===== config.mk =====
export PLATFORM = sky130hd
export DESIGN_NAME = pnl_top
export DESIGN_NICKNAME = d
export VERILOG_FILES = /design/src/pnl_pkg.sv /design/src/pnl_top.sv
export VERILOG_INCLUDE_DIRS = /design/src /design/src/src
export SDC_FILE = /design/constraint.sdc
export NUM_CORES = 1
export LEC_CHECK = 0
export BUFFER_PORTS_ARGS = -buffer_cell sky130_fd_sc_hd__buf_2
export CAP_MARGIN = 10
export CORE_MARGIN = 10
export CORE_UTILIZATION = 47
export DETAILED_ROUTE_END_ITERATION = 8
export GPL_TIMING_DRIVEN = 0
export PLACE_DENSITY = 0.67
export SLEW_MARGIN = 20
export SYNTH_ARGS = -nofsm -noshare
export SYNTH_HDL_FRONTEND = slang
export SYNTH_SLANG_ARGS = --single-unit

===== constraint.sdc =====
create_clock -name clock_i -period 20.6 [get_ports clock_i]
set_clock_uncertainty 0.1 [all_clocks]
set_input_delay 5.15 -clock clock_i [delete_from_list [all_inputs] [get_ports clock_i]]
set_output_delay 5.15 -clock clock_i [all_outputs]
set_load 0.005 [all_outputs]

===== src/pnl_consts.svh =====
// Constants for the panel switch and differential output block.
`ifndef PNL_CONSTS_SVH
`define PNL_CONSTS_SVH

`define PNL_CLK_NS        25
`define PNL_TICK_NS       100000000
`define PNL_MS_NS         1000000

`define PNL_REG_SW_CFG    5'h00
`define PNL_REG_SW_TIME   5'h04
`define PNL_REG_DIFF_MODE 5'h08
`define PNL_REG_DIFF_SEL  5'h0C
`define PNL_REG_DIFF_DLY  5'h10
`define PNL_REG_STATUS    5'h14

`define PNL_FN_PRESET     8'h09
`define PNL_FN_START      8'h01
`define PNL_SIG_OFF       8'h80

`define PNL_HOLD_RST      6'h0A
`define PNL_RETAIN_RST    6'h1E
`define PNL_LED_RST       6'h0A
`define PNL_MODE_OFF      8'hFF
`define PNL_MODE_QUAD     8'h00
`define PNL_MODE_IO       8'h08

`endif


===== src/pnl_pkg.sv =====
// Types shared by the panel switch and differential output block.
package pnl_pkg;

    typedef struct packed {
        logic       invert;
        logic [7:0] func;
    } pnl_sw_cfg_t;

    typedef struct packed {
        logic [5:0] led;
        logic [5:0] retain;
        logic [5:0] hold;
    } pnl_sw_time_t;

    typedef struct packed {
        logic       inv_b;
        logic       inv_a;
        logic [7:0] sel_b;
        logic [7:0] sel_a;
    } pnl_diff_sel_t;

    typedef enum logic [1:0] {
        PNL_LOCKED,
        PNL_HOLDING,
        PNL_OPEN
    } pnl_lock_t;

endpackage


===== src/pnl_top.sv =====
// Panel switch function mapping and differential output source selection.
//
// The implementer's own choices: the placing of the registers and the Avalon-MM slave port.
`timescale 1ns/1ps
`default_nettype none
`include "pnl_consts.svh"

module pnl_top
    import pnl_pkg::*;
#(
    parameter int TICK_CYCLES = `PNL_TICK_NS / `PNL_CLK_NS,
    parameter int MS_CYCLES   = `PNL_MS_NS / `PNL_CLK_NS,
    parameter int QUAD_GAP    = 4
) (
    input  wire logic        clock_i,
    input  wire logic        rst_i,
    input  wire logic [4:0]  avs_address_i,
    input  wire logic        avs_read_i,
    input  wire logic        avs_write_i,
    input  wire logic [31:0] avs_writedata_i,
    input  wire logic [3:0]  avs_byteenable_i,
    output logic      [31:0] avs_readdata_o,
    output logic             avs_waitrequest_o,
    input  wire logic        panel_switch_input_i,
    input  wire logic [31:0] feedback_pos_i,
    input  wire logic [127:0] io_status_i,
    output logic             pos_preset_o,
    output logic             start_o,
    output logic             func_pulse_o,
    output logic      [7:0]  func_code_o,
    output logic             led_o,
    output logic             diff_channel_a_o,
    output logic             diff_channel_b_o,
    output logic             diff_oe_o
);

    ////////////////////////////////////////////////////////////////////////
    // Register file.

    pnl_sw_cfg_t   sw_cfg_q;
    pnl_sw_time_t  sw_time_q;
    logic [7:0]    mode_q;
    pnl_diff_sel_t sel_q;
    logic [15:0]   dly_a_q;
    logic [15:0]   dly_b_q;
    logic [31:0]   status_w;
    logic [31:0]   rdata_w;
    logic          wr_go_w;

    function automatic logic [7:0] pnl_lane(input logic [7:0] old_v,
                                            input logic [7:0] new_v,
                                            input logic       en);
        pnl_lane = en ? new_v : old_v;
    endfunction

    // Waitrequest drops in the cycle after a request appears, so a write
    // lands on the single edge at which the master sees it low.
    always_ff @(posedge clock_i) begin
        if (rst_i) begin
            avs_waitrequest_o <= 1'b1;
        end else if ((avs_read_i || avs_write_i) && avs_waitrequest_o) begin
            avs_waitrequest_o <= 1'b0;
        end else begin
            avs_waitrequest_o <= 1'b1;
        end
    end

    assign wr_go_w = avs_write_i && !avs_waitrequest_o;

    always_ff @(posedge clock_i) begin
        if (rst_i) begin
            sw_cfg_q  <= '{invert: 1'b0, func: `PNL_FN_PRESET};
            sw_time_q <= '{led: `PNL_LED_RST, retain: `PNL_RETAIN_RST,
                           hold: `PNL_HOLD_RST};
            mode_q    <= `PNL_MODE_QUAD;
            sel_q     <= '{inv_b: 1'b0, inv_a: 1'b0, sel_b: `PNL_SIG_OFF,
                           sel_a: `PNL_SIG_OFF};
            dly_a_q   <= 16'h0000;
            dly_b_q   <= 16'h0000;
        end else if (wr_go_w) begin
            case (avs_address_i)
                `PNL_REG_SW_CFG: begin
                    sw_cfg_q.func <= pnl_lane(sw_cfg_q.func, avs_writedata_i[7:0],
                                              avs_byteenable_i[0]);
                    if (avs_byteenable_i[1]) begin
                        sw_cfg_q.invert <= avs_writedata_i[8];
                    end
                end
                `PNL_REG_SW_TIME: begin
                    if (avs_byteenable_i[0]) begin
                        sw_time_q.hold <= avs_writedata_i[5:0];
                    end
                    if (avs_byteenable_i[1]) begin
                        sw_time_q.retain <= avs_writedata_i[13:8];
                    end
                    if (avs_byteenable_i[2]) begin
                        sw_time_q.led <= avs_writedata_i[21:16];
                    end
                end
                `PNL_REG_DIFF_MODE: begin
                    mode_q <= pnl_lane(mode_q, avs_writedata_i[7:0], avs_byteenable_i[0]);
                end
                `PNL_REG_DIFF_SEL: begin
                    sel_q.sel_a <= pnl_lane(sel_q.sel_a, avs_writedata_i[7:0],
                                            avs_byteenable_i[0]);
                    sel_q.sel_b <= pnl_lane(sel_q.sel_b, avs_writedata_i[15:8],
                                            avs_byteenable_i[1]);
                    if (avs_byteenable_i[2]) begin
                        sel_q.inv_a <= avs_writedata_i[16];
                        sel_q.inv_b <= avs_writedata_i[17];
                    end
                end
                `PNL_REG_DIFF_DLY: begin
                    dly_a_q[7:0]  <= pnl_lane(dly_a_q[7:0], avs_writedata_i[7:0],
                                              avs_byteenable_i[0]);
                    dly_a_q[15:8] <= pnl_lane(dly_a_q[15:8], avs_writedata_i[15:8],
                                              avs_byteenable_i[1]);
                    dly_b_q[7:0]  <= pnl_lane(dly_b_q[7:0], avs_writedata_i[23:16],
                                              avs_byteenable_i[2]);
                    dly_b_q[15:8] <= pnl_lane(dly_b_q[15:8], avs_writedata_i[31:24],
                                              avs_byteenable_i[3]);
                end
                default: begin
                end
            endcase
        end
    end

    always_comb begin
        case (avs_address_i)
            `PNL_REG_SW_CFG:    rdata_w = {23'h0, sw_cfg_q};
            `PNL_REG_SW_TIME:   rdata_w = {10'h0, sw_time_q.led, 2'h0,
                                           sw_time_q.retain, 2'h0, sw_time_q.hold};
            `PNL_REG_DIFF_MODE: rdata_w = {24'h000000, mode_q};
            `PNL_REG_DIFF_SEL:  rdata_w = {14'h0, sel_q};
            `PNL_REG_DIFF_DLY:  rdata_w = {dly_b_q, dly_a_q};
            `PNL_REG_STATUS:    rdata_w = status_w;
            default:            rdata_w = 32'h00000000;
        endcase
    end

    always_ff @(posedge clock_i) begin
        if (rst_i) begin
            avs_readdata_o <= 32'h00000000;
        end else if (avs_read_i && avs_waitrequest_o) begin
            avs_readdata_o <= rdata_w;
        end
    end

    ////////////////////////////////////////////////////////////////////////
    // Time bases: 0.1 s ticks for the switch, 1 ms ticks for off delays.

    logic [31:0] tick_cnt_q;
    logic [31:0] ms_cnt_q;
    logic        tick_w;
    logic        ms_w;

    assign tick_w = (tick_cnt_q == 32'(TICK_CYCLES - 1));
    assign ms_w   = (ms_cnt_q == 32'(MS_CYCLES - 1));

    always_ff @(posedge clock_i) begin
        if (rst_i || tick_w) begin
            tick_cnt_q <= 32'h00000000;
        end else begin
            tick_cnt_q <= tick_cnt_q + 32'h00000001;
        end
    end

    always_ff @(posedge clock_i) begin
        if (rst_i || ms_w) begin
            ms_cnt_q <= 32'h00000000;
        end else begin
            ms_cnt_q <= ms_cnt_q + 32'h00000001;
        end
    end

    ////////////////////////////////////////////////////////////////////////
    // Panel switch: synchroniser, polarity, interlock, function, LED.

    logic      sw_meta_q;
    logic      sw_sync_q;
    logic      pressed_q;
    pnl_lock_t lock_q;
    logic [5:0] hold_cnt_q;
    logic [5:0] retain_cnt_q;
    logic [5:0] led_cnt_q;
    logic      pressed_w;
    logic      fire_w;
    logic      open_w;

    always_ff @(posedge clock_i) begin
        if (rst_i) begin
            sw_meta_q <= 1'b0;
            sw_sync_q <= 1'b0;
            pressed_q <= 1'b0;
        end else begin
            sw_meta_q <= panel_switch_input_i;
            sw_sync_q <= sw_meta_q;
            pressed_q <= pressed_w;
        end
    end

    assign pressed_w = sw_sync_q ^ sw_cfg_q.invert;
    assign open_w    = (sw_time_q.hold == 6'h00) || (lock_q == PNL_OPEN);
    assign fire_w    = pressed_w && !pressed_q && open_w;

    // Hold time counts whole ticks, so a hold can read up to one tick short.
    always_ff @(posedge clock_i) begin
        if (rst_i) begin
            lock_q       <= PNL_LOCKED;
            hold_cnt_q   <= 6'h00;
            retain_cnt_q <= 6'h00;
        end else begin
            case (lock_q)
                PNL_LOCKED: begin
                    hold_cnt_q <= 6'h00;
                    if (pressed_w && !pressed_q && sw_time_q.hold != 6'h00) begin
                        lock_q <= PNL_HOLDING;
                    end
                end
                PNL_HOLDING: begin
                    if (!pressed_w) begin
                        lock_q     <= PNL_LOCKED;
                        hold_cnt_q <= 6'h00;
                    end else if (hold_cnt_q >= sw_time_q.hold) begin
                        lock_q       <= PNL_OPEN;
                        retain_cnt_q <= sw_time_q.retain;
                    end else if (tick_w) begin
                        hold_cnt_q <= hold_cnt_q + 6'h01;
                    end
                end
                PNL_OPEN: begin
                    if (retain_cnt_q == 6'h00) begin
                        lock_q <= PNL_LOCKED;
                    end else if (tick_w) begin
                        retain_cnt_q <= retain_cnt_q - 6'h01;
                    end
                end
                default: begin
                    lock_q <= PNL_LOCKED;
                end
            endcase
        end
    end

    always_ff @(posedge clock_i) begin
        if (rst_i) begin
            func_pulse_o <= 1'b0;
            pos_preset_o <= 1'b0;
            start_o      <= 1'b0;
            func_code_o  <= `PNL_FN_PRESET;
        end else begin
            func_code_o  <= sw_cfg_q.func;
            func_pulse_o <= fire_w;
            pos_preset_o <= fire_w && (sw_cfg_q.func == `PNL_FN_PRESET);
            start_o      <= fire_w && (sw_cfg_q.func == `PNL_FN_START);
        end
    end

    always_ff @(posedge clock_i) begin
        if (rst_i) begin
            led_cnt_q <= 6'h00;
            led_o     <= 1'b0;
        end else begin
            if (fire_w) begin
                led_cnt_q <= sw_time_q.led;
            end else if (tick_w && led_cnt_q != 6'h00) begin
                led_cnt_q <= led_cnt_q - 6'h01;
            end
            led_o <= fire_w ? (sw_time_q.led != 6'h00) : (led_cnt_q != 6'h00);
        end
    end

    ////////////////////////////////////////////////////////////////////////
    // Differential outputs.

    logic [31:0] qpos_q;
    logic        qinit_q;
    logic [7:0]  qgap_q;
    logic [15:0] offa_q;
    logic [15:0] offb_q;
    logic        sig_a_w;
    logic        sig_b_w;
    logic        held_a_w;
    logic        held_b_w;

    function automatic logic pnl_pick(input logic [127:0] bus, input logic [7:0] code);
        pnl_pick = code[7] ? 1'b0 : bus[code[6:0]];
    endfunction

    assign sig_a_w = pnl_pick(io_status_i, sel_q.sel_a);
    assign sig_b_w = pnl_pick(io_status_i, sel_q.sel_b);

    // The off delay holds the selected signal before inversion.
    always_ff @(posedge clock_i) begin
        if (rst_i) begin
            offa_q <= 16'h0000;
            offb_q <= 16'h0000;
        end else begin
            if (sig_a_w) begin
                offa_q <= dly_a_q;
            end else if (ms_w && offa_q != 16'h0000) begin
                offa_q <= offa_q - 16'h0001;
            end
            if (sig_b_w) begin
                offb_q <= dly_b_q;
            end else if (ms_w && offb_q != 16'h0000) begin
                offb_q <= offb_q - 16'h0001;
            end
        end
    end

    assign held_a_w = sig_a_w || (offa_q != 16'h0000);
    assign held_b_w = sig_b_w || (offb_q != 16'h0000);

    // One quadrature state per motor count keeps resolution tied to the
    // position scale; fast moves are spread out at one edge per QUAD_GAP.
    always_ff @(posedge clock_i) begin
        if (rst_i) begin
            qinit_q <= 1'b1;
            qpos_q  <= 32'h00000000;
            qgap_q  <= 8'h00;
        end else if (qinit_q) begin
            qinit_q <= 1'b0;
            qpos_q  <= feedback_pos_i;
        end else if (qgap_q != 8'h00) begin
            qgap_q <= qgap_q - 8'h01;
        end else if (qpos_q != feedback_pos_i) begin
            qgap_q <= 8'(QUAD_GAP - 1);
            if ($signed(feedback_pos_i - qpos_q) > 0) begin
                qpos_q <= qpos_q + 32'h00000001;
            end else begin
                qpos_q <= qpos_q - 32'h00000001;
            end
        end
    end

    always_ff @(posedge clock_i) begin
        if (rst_i) begin
            diff_channel_a_o <= 1'b0;
            diff_channel_b_o <= 1'b0;
            diff_oe_o        <= 1'b0;
        end else begin
            case (mode_q)
                `PNL_MODE_QUAD: begin
                    diff_channel_a_o <= qpos_q[0] ^ qpos_q[1];
                    diff_channel_b_o <= qpos_q[1];
                    diff_oe_o        <= 1'b1;
                end
                `PNL_MODE_IO: begin
                    diff_channel_a_o <= held_a_w ^ sel_q.inv_a;
                    diff_channel_b_o <= held_b_w ^ sel_q.inv_b;
                    diff_oe_o        <= 1'b1;
                end
                default: begin
                    diff_channel_a_o <= 1'b0;
                    diff_channel_b_o <= 1'b0;
                    diff_oe_o        <= 1'b0;
                end
            endcase
        end
    end

    assign status_w = {24'h000000, diff_oe_o, diff_channel_b_o, diff_channel_a_o,
                       led_o, (lock_q == PNL_HOLDING), open_w, pressed_q, sw_sync_q};

endmodule
`default_nettype wire

* Yosys cells after proc, flatten, opt, wreduce, memory -nomap -nowiden *
Cells that the tools add are included.

storage, ports and cells
  register bits after elaboration = 293
  input bits = 206
  output and inout bits = 48
  word-level logic and storage cells = 176

cells by class
  add/subtract/negate cells = 11
  $lt $le $gt $ge = 4
  equal/unequal tests = 23
  multiplexer cells = 39
  bitwise operators = 5
  reduce and logical (&&, ||, !) cells = 56

operators by type and width
  cell                                                             number
  one-hot mux 32 bit (6 select lines)                              1
  2-to-1 mux 32 bit                                                4
  adder 32 x 1 -> 32 bit (second input constant)                   3
  2-to-1 mux 16 bit                                                4
  2-to-1 mux 6 bit                                                 9
  AND reduction 3 bit                                              15
  == test 32 x 16 -> 1 bit (second input constant)                 1
  == test 32 x 22 -> 1 bit (second input constant)                 1
  greater-than comparator 32 x 1 -> 1 bit (second input constant)  1
  != test 32 bit                                                   1
  nonzero test 16 bit                                              2
  subtractor 16 x 1 -> 16 bit (second input constant)              2
  subtractor 32 x 1 -> 32 bit (second input constant)              1
  subtractor 32 bit                                                1
  one-hot mux 6 bit (2 select lines)                               2
  nonzero test 6 bit                                               3
  == test 8 x 4 -> 1 bit (second input constant)                   2
  < comparator 7 x 8 -> 1 bit (second input constant)              2
  2-to-1 mux 8 bit                                                 2
  binary-select mux 1 bit (select 7 bit)                           2
  nonzero test 2 bit                                               7
  logical NOT 6 bit                                                2
  subtractor 6 x 1 -> 6 bit (second input constant)                2
  logical AND 1 bit                                                11
  28 further kinds                                                 57

* Depth between registers and ports, before layout *
Gate-level depths: netlist of run 1.

  depth in word-level cells = 6
  gate-level depth with buffers = 27

* Worst setup path before layout of run 1 *
Ideal clock, no wire load.

  path kind = input to register
  start = input port feedback_pos_i[0]
  end = register qpos_q[30]
  setup time = 0.128 ns
  data arrival time = 10.983 ns
  data required time = 20.372 ns
  path slack = 9.389 ns
  cell stages on the path = 27
  buffers on the path = 0
  path through = inv_1 > ha_1 > fa_1 > nor2b_4 > o211a_1 > o21ai_1 > nand3_1 > a32oi_1 > and3_1 > or4_1 > or3_1 > nor4_2 > a31o_2 > inv_1 > fa_1 > nor2b_1 > o21a_1 > o21ai_0 > a311o_1 > a31oi_1 > nand2_1 > o41ai_1 > a31oi_1 > o21ai_0 > xor2_1 > a221oi_1 > nor2_1

between the ends
  longest elaborated chain between the ends = 6
  elaborated cells on any way between the ends = 9

ends and longest elaborated chain
  what                                     RTL line        RTL
  start: declaration                       pnl_top.sv:25   input wire logic [31:0] feedback_pos_i,
  subtractor 32 bit                        pnl_top.sv:330  if ($signed(feedback_pos_i - qpos_q) > 0) begin
  greater-than comparator 32 x 1 -> 1 bit  pnl_top.sv:330
  2-to-1 mux 32 bit                        pnl_top.sv:330
  2-to-1 mux 32 bit                        pnl_top.sv:328  end else if (qpos_q != feedback_pos_i) begin
  2-to-1 mux 32 bit                        pnl_top.sv:326  end else if (qgap_q != 8'h00) begin
  2-to-1 mux 32 bit                        pnl_top.sv:323  end else if (qinit_q) begin
  end signal: assignment                   pnl_top.sv:325  qpos_q <= feedback_pos_i;
  end signal: assignment                   pnl_top.sv:331  qpos_q <= qpos_q + 32'h00000001;
  end signal: assignment                   pnl_top.sv:333  qpos_q <= qpos_q - 32'h00000001;
  end: declaration                         pnl_top.sv:277  logic [31:0] qpos_q;

Parallel ways exist; a longest one is shown, timed or not. The select of a mux whose other input is x is not followed.
A chain may end at the register's enable or synchronous reset.

* Worst setup path after layout of run 1 *
Ends and elaborated chain as after synthesis.

==> results.py, run 1 <==
metrics = {
    "synth": {
        "synth_xor_area_share_pct": 6.91,
        "synthArstFlopShare_pct": 0,
        "yosys.area_share.simple_pct": 21.1,
        "synthMuxAreaShare_pct": 14.2,
        "avgSynthCellArea_um2": 8.46,
        "ys_types": 72,
        "netlist_instances": 2140,
        "synth_edf_count": 0,
        "synth-seq-cells": 293,
        "synth_flop_cell": "dfxtp_1",
        "syn_area_um2": 18100,
        "syn-num-nets": 2431,
        "synthAdderAreaFrac_pct": 5.95,
        "synth_compound_area_share_pct": 15.3,
        "synth-seq-area-share_pct": 32.4,
        "synth_top_family_by_area": "simple AND/OR/NAND/NOR gates",
        "yosys_warnings": 0,
    },
    "power_and_ir_drop": {
        "p_leak_nw": 8.53,
        "finalPower_mw": 1.73,
        "power_density_nw_per_um2": 82.5,
        "p_comb_share_pct": 33.9,
        "pwr-share-clk_pct": 31.3,
        "p_sw_share_pct": 34.7,
        "p_seq_share_pct": 34.8,
        "power.internal_mw": 1.13,
        "switchingPower_mw": 0.601,
        "ir_drop_v": 0.0000665,
    },
    "drt": {
        "ant_nets": 0,
        "drtIter0Drc": 1348,
        "drt-total-wl_um": 62200,
        "routedWlPerCell_um": 21.0,
        "post-route-drc-count": 0,
        "drt_pre_antenna_iters": 5,
        "vias": 17200,
        "via_per_inst": 5.82,
    },
    "place": {
        "place_congestion": 0.993,
        "numPortBuffers": 253,
        "dp_hpwl_um": 49900,
    },
    "clocking": {
        "h-tree-depth": 1,
        "insertion_delay_ps": 580,
        "cts_setup_buffers": 0,
        "path_clk_slew_ps": 60,
        "cts_resized": 0,
        "tritoncts": "built",
        "hold_buffers": 0,
        "cts_made_buffers": 31,
        "cts_root_buffer": "clkbuf_16",
        "clockBufferDepth": 3,
        "cts.sinks": 293,
    },
    "die": {
        "core_um2": 37800,
        "start_util_pct": 47.9,
        "rows": 71,
        "io_pins": 254,
        "die_h_um": 216,
        "fp.dieW_um": 216,
        "dieArea_um2": 46800,
    },
    "worst_setup_path": {
        "arrival_ps": 12550,
        "crit_path_end": "qpos_q[30]$_SDFFE_PP0P_",
        "worst_path_max_delay_cell": "a31o_2",
        "cp.required_ps": 20940,
        "crit_fanout": 34,
        "r2r_cells": 26,
        "cp_slowest_stage_delay_ps": 760,
        "startpoint": "feedback_pos_i[0]",
        "reg2reg_from": "qpos_q[1]$_SDFFE_PP0P_",
        "r2r-end": "qpos_q[30]$_SDFFE_PP0P_",
        "worst_setup_path_start_kind": "primary input",
        "ff2ff_setup_slack_ps": 12550,
        "crit_type": "primary input to flop",
        "crit_path_end_kind": "flop",
    },
    "final_layout": {
        "nets": 2718,
        "final_core_util_pct": 55.5,
        "n_antenna_cell": 0,
        "drive_above_1_share_pct": 17.4,
        "area_growth_pct": 16.0,
        "layout_common_cells": "nor2_1, dfxtp_1, buf_2, a21oi_1, nand2_1",
        "final_common_cell": "nor2_1",
    },
    "grt": {
        "grt_max_degree": 35,
        "grt_usage_pct": 25.6,
        "antenna_found_initial": 2,
        "grt_pass1_vias": 16900,
        "grt_pass1_wl_um": 96100,
        "gr-total-overflow": 0,
    },
    "sta": {
        "worst_pin_slew_ps": 971,
        "hold_viol": 0,
        "fin_crit_sh_pct": 59.3,
        "slew_headroom_pct": 35.2,
        "setup_tns_ps": 0,
        "finalSetupViolCount": 0,
        "finalMaxSlewViolations": 0,
        "rsz0062_at_grt": "no",
        "max_freq_ghz": 0.0819,
        "fin_crit_ps": 12220,
    },
    "run": {
        "maxCapViolations": 0,
    },
    "run_status": {
        "outcome": "finished, final reports clean",
    },
    "hold_path": {
        "hold_class": "flop to flop",
    },
}
[Yosys cell counts (5+ instances only)]
master,n,area share (%)
nor2_1,316,6.5
dfxtp_1,293,32
a21oi_1,213,5.9
nand2_1,204,4.2
clkbuf_1,85,1.8
mux4_2,84,10
ha_1,83,5.7
xor2_1,81,3.9
inv_1,76,1.6
nand3_1,67,1.9
o21ai_0,65,1.8
mux2i_1,62,3.4
xnor2_1,62,3.0
nor3_1,36,0.99
and3_1,34,1.2
a21o_1,29,1.2
nand4_1,29,1.0
nor2b_1,26,0.90
nor4_1,24,0.83
a211oi_1,19,0.79
a22oi_1,19,0.79
or3_1,17,0.59
buf_2,15,0.41
buf_1,14,0.29
and2_1,13,0.45
nand2b_1,12,0.41
a31oi_1,11,0.38
o211a_1,10,0.55
a221oi_1,9,0.44
nor3b_1,8,0.33
nor4b_1,8,0.39
o211ai_1,8,0.33
o21a_1,7,0.29
o21bai_1,7,0.29
or2_2,7,0.24
mux2_2,6,0.37
nand3b_1,6,0.25
o22ai_1,6,0.21
and4_1,5,0.24
o21ai_1,5,0.14
or4_1,5,0.21
[metrics by stage]
stage | hold WS [ps] | cell area [um^2] | setup slack, ps | instances
floorplan | 314 | 18100 | 9390 | 2140
global placement | 333 | 20000 | 8090 | 2904
detailed placement | 334 | 20000 | 7990 | 2905
CTS | 356 | 21000 | 8570 | 2959
global route | 371 | 21000 | 7950 | 2959
finish | 355 | 21000 | 8380 | 2959
[final cells by class]
cell class / count / area [um^2]
plain buffers: 114 / 447
clock buffers: 49 / 933
clock inverters: 5 / 43.8
fillers: 3588 / 16800
inverters: 76 / 285
multi-input cells: 1657 / 11500
flip-flops and latches: 293 / 5870
well taps: 511 / 639
repair buffers: 254 / 1270
[worst min path at each step]
stage,start,end,slack [ps],cells after the start
after CTS,sw_meta_q$_SDFF_PP0_,sw_sync_q$_SDFF_PP0_,360,1
after floorplan,sw_meta_q$_SDFF_PP0_,sw_sync_q$_SDFF_PP0_,310,1
final,avs_readdata_o[22]$_SDFFE_PP0P_,avs_readdata_o[22]$_SDFFE_PP0P_,350,2
after global placement,avs_waitrequest_o$_SDFF_PP1_,avs_waitrequest_o$_SDFF_PP1_,330,1
after global routing,ms_cnt_q[0]$_SDFF_PP0_,ms_cnt_q[0]$_SDFF_PP0_,370,1
after detailed placement,sw_meta_q$_SDFF_PP0_,sw_sync_q$_SDFF_PP0_,330,1
[per-layer routing]
layer	track usage [%]	up-vias	wire, um
li1	-	8236	-
met5	0	-	31
met3	5.74	128	4930
met1	30.9	8126	25300
met4	11.6	4	2890
met2	42.7	733	29100
[cell families (layout without fill, tap and decap cells)]
kind of cell / count (synthesis) / after routing
buf+inv: 190 / 498
fa+ha+maj: 85 / 85
flops: 293 / 293
xor+xnor: 143 / 143
compound gates: 451 / 451
mux: 152 / 152
simple gates: 826 / 826
[power groups by stage]
stage / Sequential (mW) / Combinational (mW) / Clock [mW]
finish: 0.603 / 0.588 / 0.542
global route: 0.604 / 0.651 / 0.574
CTS: 0.602 / 0.579 / 0.549
detailed placement: 0.614 / 0.576 / 0
global placement: 0.614 / 0.562 / 0
floorplan: 0.608 / 0.430 / 0
[critical path: cells and delay by family]
family,cells,cell delay [ps]
buffers and inverters,3,290
XOR/XNOR,1,110
AO/OA/AOI/OAI,12,3760
adder cells (fa/ha/maj),3,1080
AND/OR/NAND/NOR,9,2160
[flip-flops by register name (all words and copies together), names as in the netlist, 8 cells and up]
name and flops:
qpos_q 32, offa_q 16, tick_cnt_q 32, offb_q 16, sw_cfg_q 9, ms_cnt_q 32, dly_b_q 16, dly_a_q 16
avs_readdata_o 32, sw_time_q 18, sel_q 18, qgap_q 8, mode_q 8, func_code_o 8
(Power assumes the default switching activity.)
==> inputs of run 2 (changes only) <==
ABC_AREA = 1   (was not set)
clock period = 11.94 ns   (was 20.6 ns; I/O delays follow)
==> results.py, run 2 <==
metrics = {
    "grt": {
        "grt_usage_pct": 27.7,
        "antenna_found_initial": 0,
        "grt_pass1_wl_um": 118000,
        "grt_pass1_vias": 21800,
        "grt_max_degree": 35,
        "gr-total-overflow": 0,
    },
    "sta": {
        "max_freq_ghz": 0.129,
        "worst_pin_slew_ps": 908,
        "finalSetupViolCount": 0,
        "finalMaxSlewViolations": 0,
        "slew_headroom_pct": 38.9,
        "hold_viol": 0,
        "fin_crit_ps": 7720,
        "hold_ws_ps": 303,
        "setup_tns_ps": 0,
        "rsz0062_at_grt": "no",
        "fin_crit_sh_pct": 64.7,
    },
    "synth": {
        "synth_common_cells": "nand2_1, inv_1, nor2_1, dfxtp_1, o21ai_0",
        "ys_types": 67,
        "yosys-top-cells-area": "dfxtp_1, nand2_1, inv_1",
        "yosys_warnings": 0,
        "synth_edf_count": 0,
        "avgSynthCellArea_um2": 6.32,
        "synth_top_area_share_pct": 28.9,
        "synth_top_cell_by_area": "dfxtp_1",
        "yosysMostFrequentCell": "nand2_1",
        "synth_flop_cell": "dfxtp_1",
        "synthArstFlopShare_pct": 0,
        "syn_area_um2": 20300,
        "netlist_instances": 3215,
        "synth-seq-cells": 293,
        "syn-num-nets": 3506,
        "synth-seq-area-share_pct": 28.9,
    },
    "clocking": {
        "path_clk_slew_ps": 60,
        "hold_buffers": 0,
        "cts_setup_buffers": 0,
        "cts_made_buffers": 34,
        "cts.sinks": 293,
        "clockBufferDepth": 3,
        "cts_root_buffer": "clkbuf_16",
        "cts_resized": 0,
        "h-tree-depth": 2,
        "tritoncts": "built",
        "insertion_delay_ps": 540,
    },
    "die": {
        "fp.dieW_um": 228,
        "core_um2": 42900,
        "io_pins": 254,
        "die_h_um": 228,
        "start_util_pct": 47.4,
        "dieArea_um2": 52000,
        "rows": 76,
    },
    "place": {
        "dp_hpwl_um": 59200,
        "place_congestion": 0.983,
        "place_area_um2": 22300,
        "placed_cells": 4052,
        "numPortBuffers": 252,
    },
    "worst_setup_path": {
        "r2r-end": "qpos_q[24]$_SDFFE_PP0P_",
        "crit_path_end": "qpos_q[24]$_SDFFE_PP0P_",
        "arrival_ps": 8000,
        "cp.required_ps": 12220,
        "cp_slowest_stage_delay_ps": 580,
        "path_buf_inv": 4,
        "startpoint": "feedback_pos_i[0]",
        "crit_fanout": 34,
        "crit_path_end_kind": "flop",
        "cp.depth": 29,
        "worst_path_max_delay_cell": "nand2_2",
        "reg2reg_from": "qpos_q[1]$_SDFFE_PP0P_",
        "ff2ff_setup_slack_ps": 6430,
        "crit_type": "primary input to flop",
        "worst_path_most_repeated_cell": "nand2_1",
        "r2r_cells": 28,
        "worst_setup_path_start_kind": "primary input",
        "critical_path.top_delay_family": "simple AND/OR/NAND/NOR gates",
    },
    "final_layout": {
        "n_antenna_cell": 0,
        "area_growth_pct": 15.1,
        "fillers": 4312,
        "stdcell_count": 4110,
        "nets": 3794,
        "drive_above_1_share_pct": 12.0,
        "final_area_um2": 23400,
        "final_common_cell": "nand2_1",
        "layout_common_cells": "nand2_1, inv_1, nor2_1, dfxtp_1, o21ai_0",
    },
    "power_and_ir_drop": {
        "power_density_nw_per_um2": 130,
        "ir_drop_v": 0.000124,
        "switchingPower_mw": 1.09,
        "p_sw_share_pct": 35.9,
        "p_leak_nw": 10.9,
        "p_comb_share_pct": 31.8,
        "pwr-share-clk_pct": 33.2,
        "p_seq_share_pct": 35.0,
        "power.internal_mw": 1.95,
    },
    "drt": {
        "ant_nets": 0,
        "drt-total-wl_um": 75000,
        "routedWlPerCell_um": 18.3,
        "via_per_inst": 5.51,
        "drtIter0Drc": 2159,
        "vias": 22600,
        "drt_pre_antenna_iters": 6,
        "post-route-drc-count": 0,
    },
    "run": {
        "maxCapViolations": 0,
    },
    "hold_path": {
        "hold_class": "flop to flop",
    },
    "run_status": {
        "outcome": "finished, final reports clean",
    },
}
[run 2: cell types whose count changed in the layout (fill, tap and decap cells not counted), sizes merged, moves of 24 or more]
cell and change:
a21o -24, a21oi +33, and3 -34, inv +380, mux2i -62, mux4 -84, nand2 +484, nand3 +75
nor2 +93, nor2b -27, o21ai +297, o22ai +78, xnor2 -38, xor2 -25
[run 2: metal layers]
metal  global-route usage (%)  share of wire (%)  vias up  routed length (um)
li1                         -                  -    11100                   -
met1                     36.3                 43    10300               32500
met2                     45.2                 45      957               34100
met3                     3.83                7.3      184                5510
met4                     11.3                4.0        0                2990
met5                        0                  0        -                   0
[run 2: stage by stage]
stage	power [mW]	worst slack (ps)	utilization, %
CTS	3.05	4240	54.5
global route	3.24	3740	54.5
detailed placement	2.04	3710	52.0
finish	3.05	4220	54.5
global placement	2.02	3660	52.0
floorplan	1.77	4740	-
[run 2: worst register-to-register path, delay by kind of cell (launching register included)]
| kind | cells | cell delay (ps) |
|---|---|---|
| AO/OA/AOI/OAI | 6 | 1120 |
| XOR/XNOR | 1 | 150 |
| adder cells (fa/ha/maj) | 2 | 760 |
| buffers and inverters | 2 | 290 |
| flip-flops | 1 | 460 |
| AND/OR/NAND/NOR | 17 | 2490 |
[run 2: worst min-delay path by stage]
stage,from,to,slack (ps),cells past startpoint
after floorplan,sw_meta_q$_SDFF_PP0_,sw_sync_q$_SDFF_PP0_,290,2
after global placement,sw_meta_q$_SDFF_PP0_,sw_sync_q$_SDFF_PP0_,290,2
after detailed placement,sw_meta_q$_SDFF_PP0_,sw_sync_q$_SDFF_PP0_,300,2
after CTS,sw_meta_q$_SDFF_PP0_,sw_sync_q$_SDFF_PP0_,310,2
after global routing,sw_meta_q$_SDFF_PP0_,sw_sync_q$_SDFF_PP0_,320,2
final,sw_meta_q$_SDFF_PP0_,sw_sync_q$_SDFF_PP0_,300,2
[run 2: area by class of cell]
class / instances / area (um^2) / share of cell area, %
Buffer: 116 / 592 / 2.53
Clock buffer: 47 / 961 / 4.11
Clock inverter: 11 / 116 / 0.497
Inverter: 465 / 1750 / 7.48
Multi-Input combinational cell: 2341 / 12100 / 51.8
Sequential cell: 293 / 5870 / 25.1
Tap cell: 585 / 732 / 3.13
Timing Repair Buffer: 252 / 1260 / 5.39
[run 2: cells by family after synthesis]
family          Yosys count  synth area share, %
fa+ha+maj                85                 5.31
xor+xnor                 80                 3.45
simple gates           1387                 29.6
buf+inv                 581                 11.5
flops                   293                 28.9
compound gates          789                 21.3
[run 2: power groups by stage]
| stage | clock [mW] | combinational [mW] | sequential, mW |
|---|---|---|---|
| after floorplan | 0 | 0.692 | 1.07 |
| after detailed placement | 0 | 0.951 | 1.09 |
| after global routing | 1.07 | 1.10 | 1.07 |
| final | 1.01 | 0.969 | 1.07 |
| after global placement | 0 | 0.934 | 1.08 |
| after CTS | 1.03 | 0.957 | 1.07 |
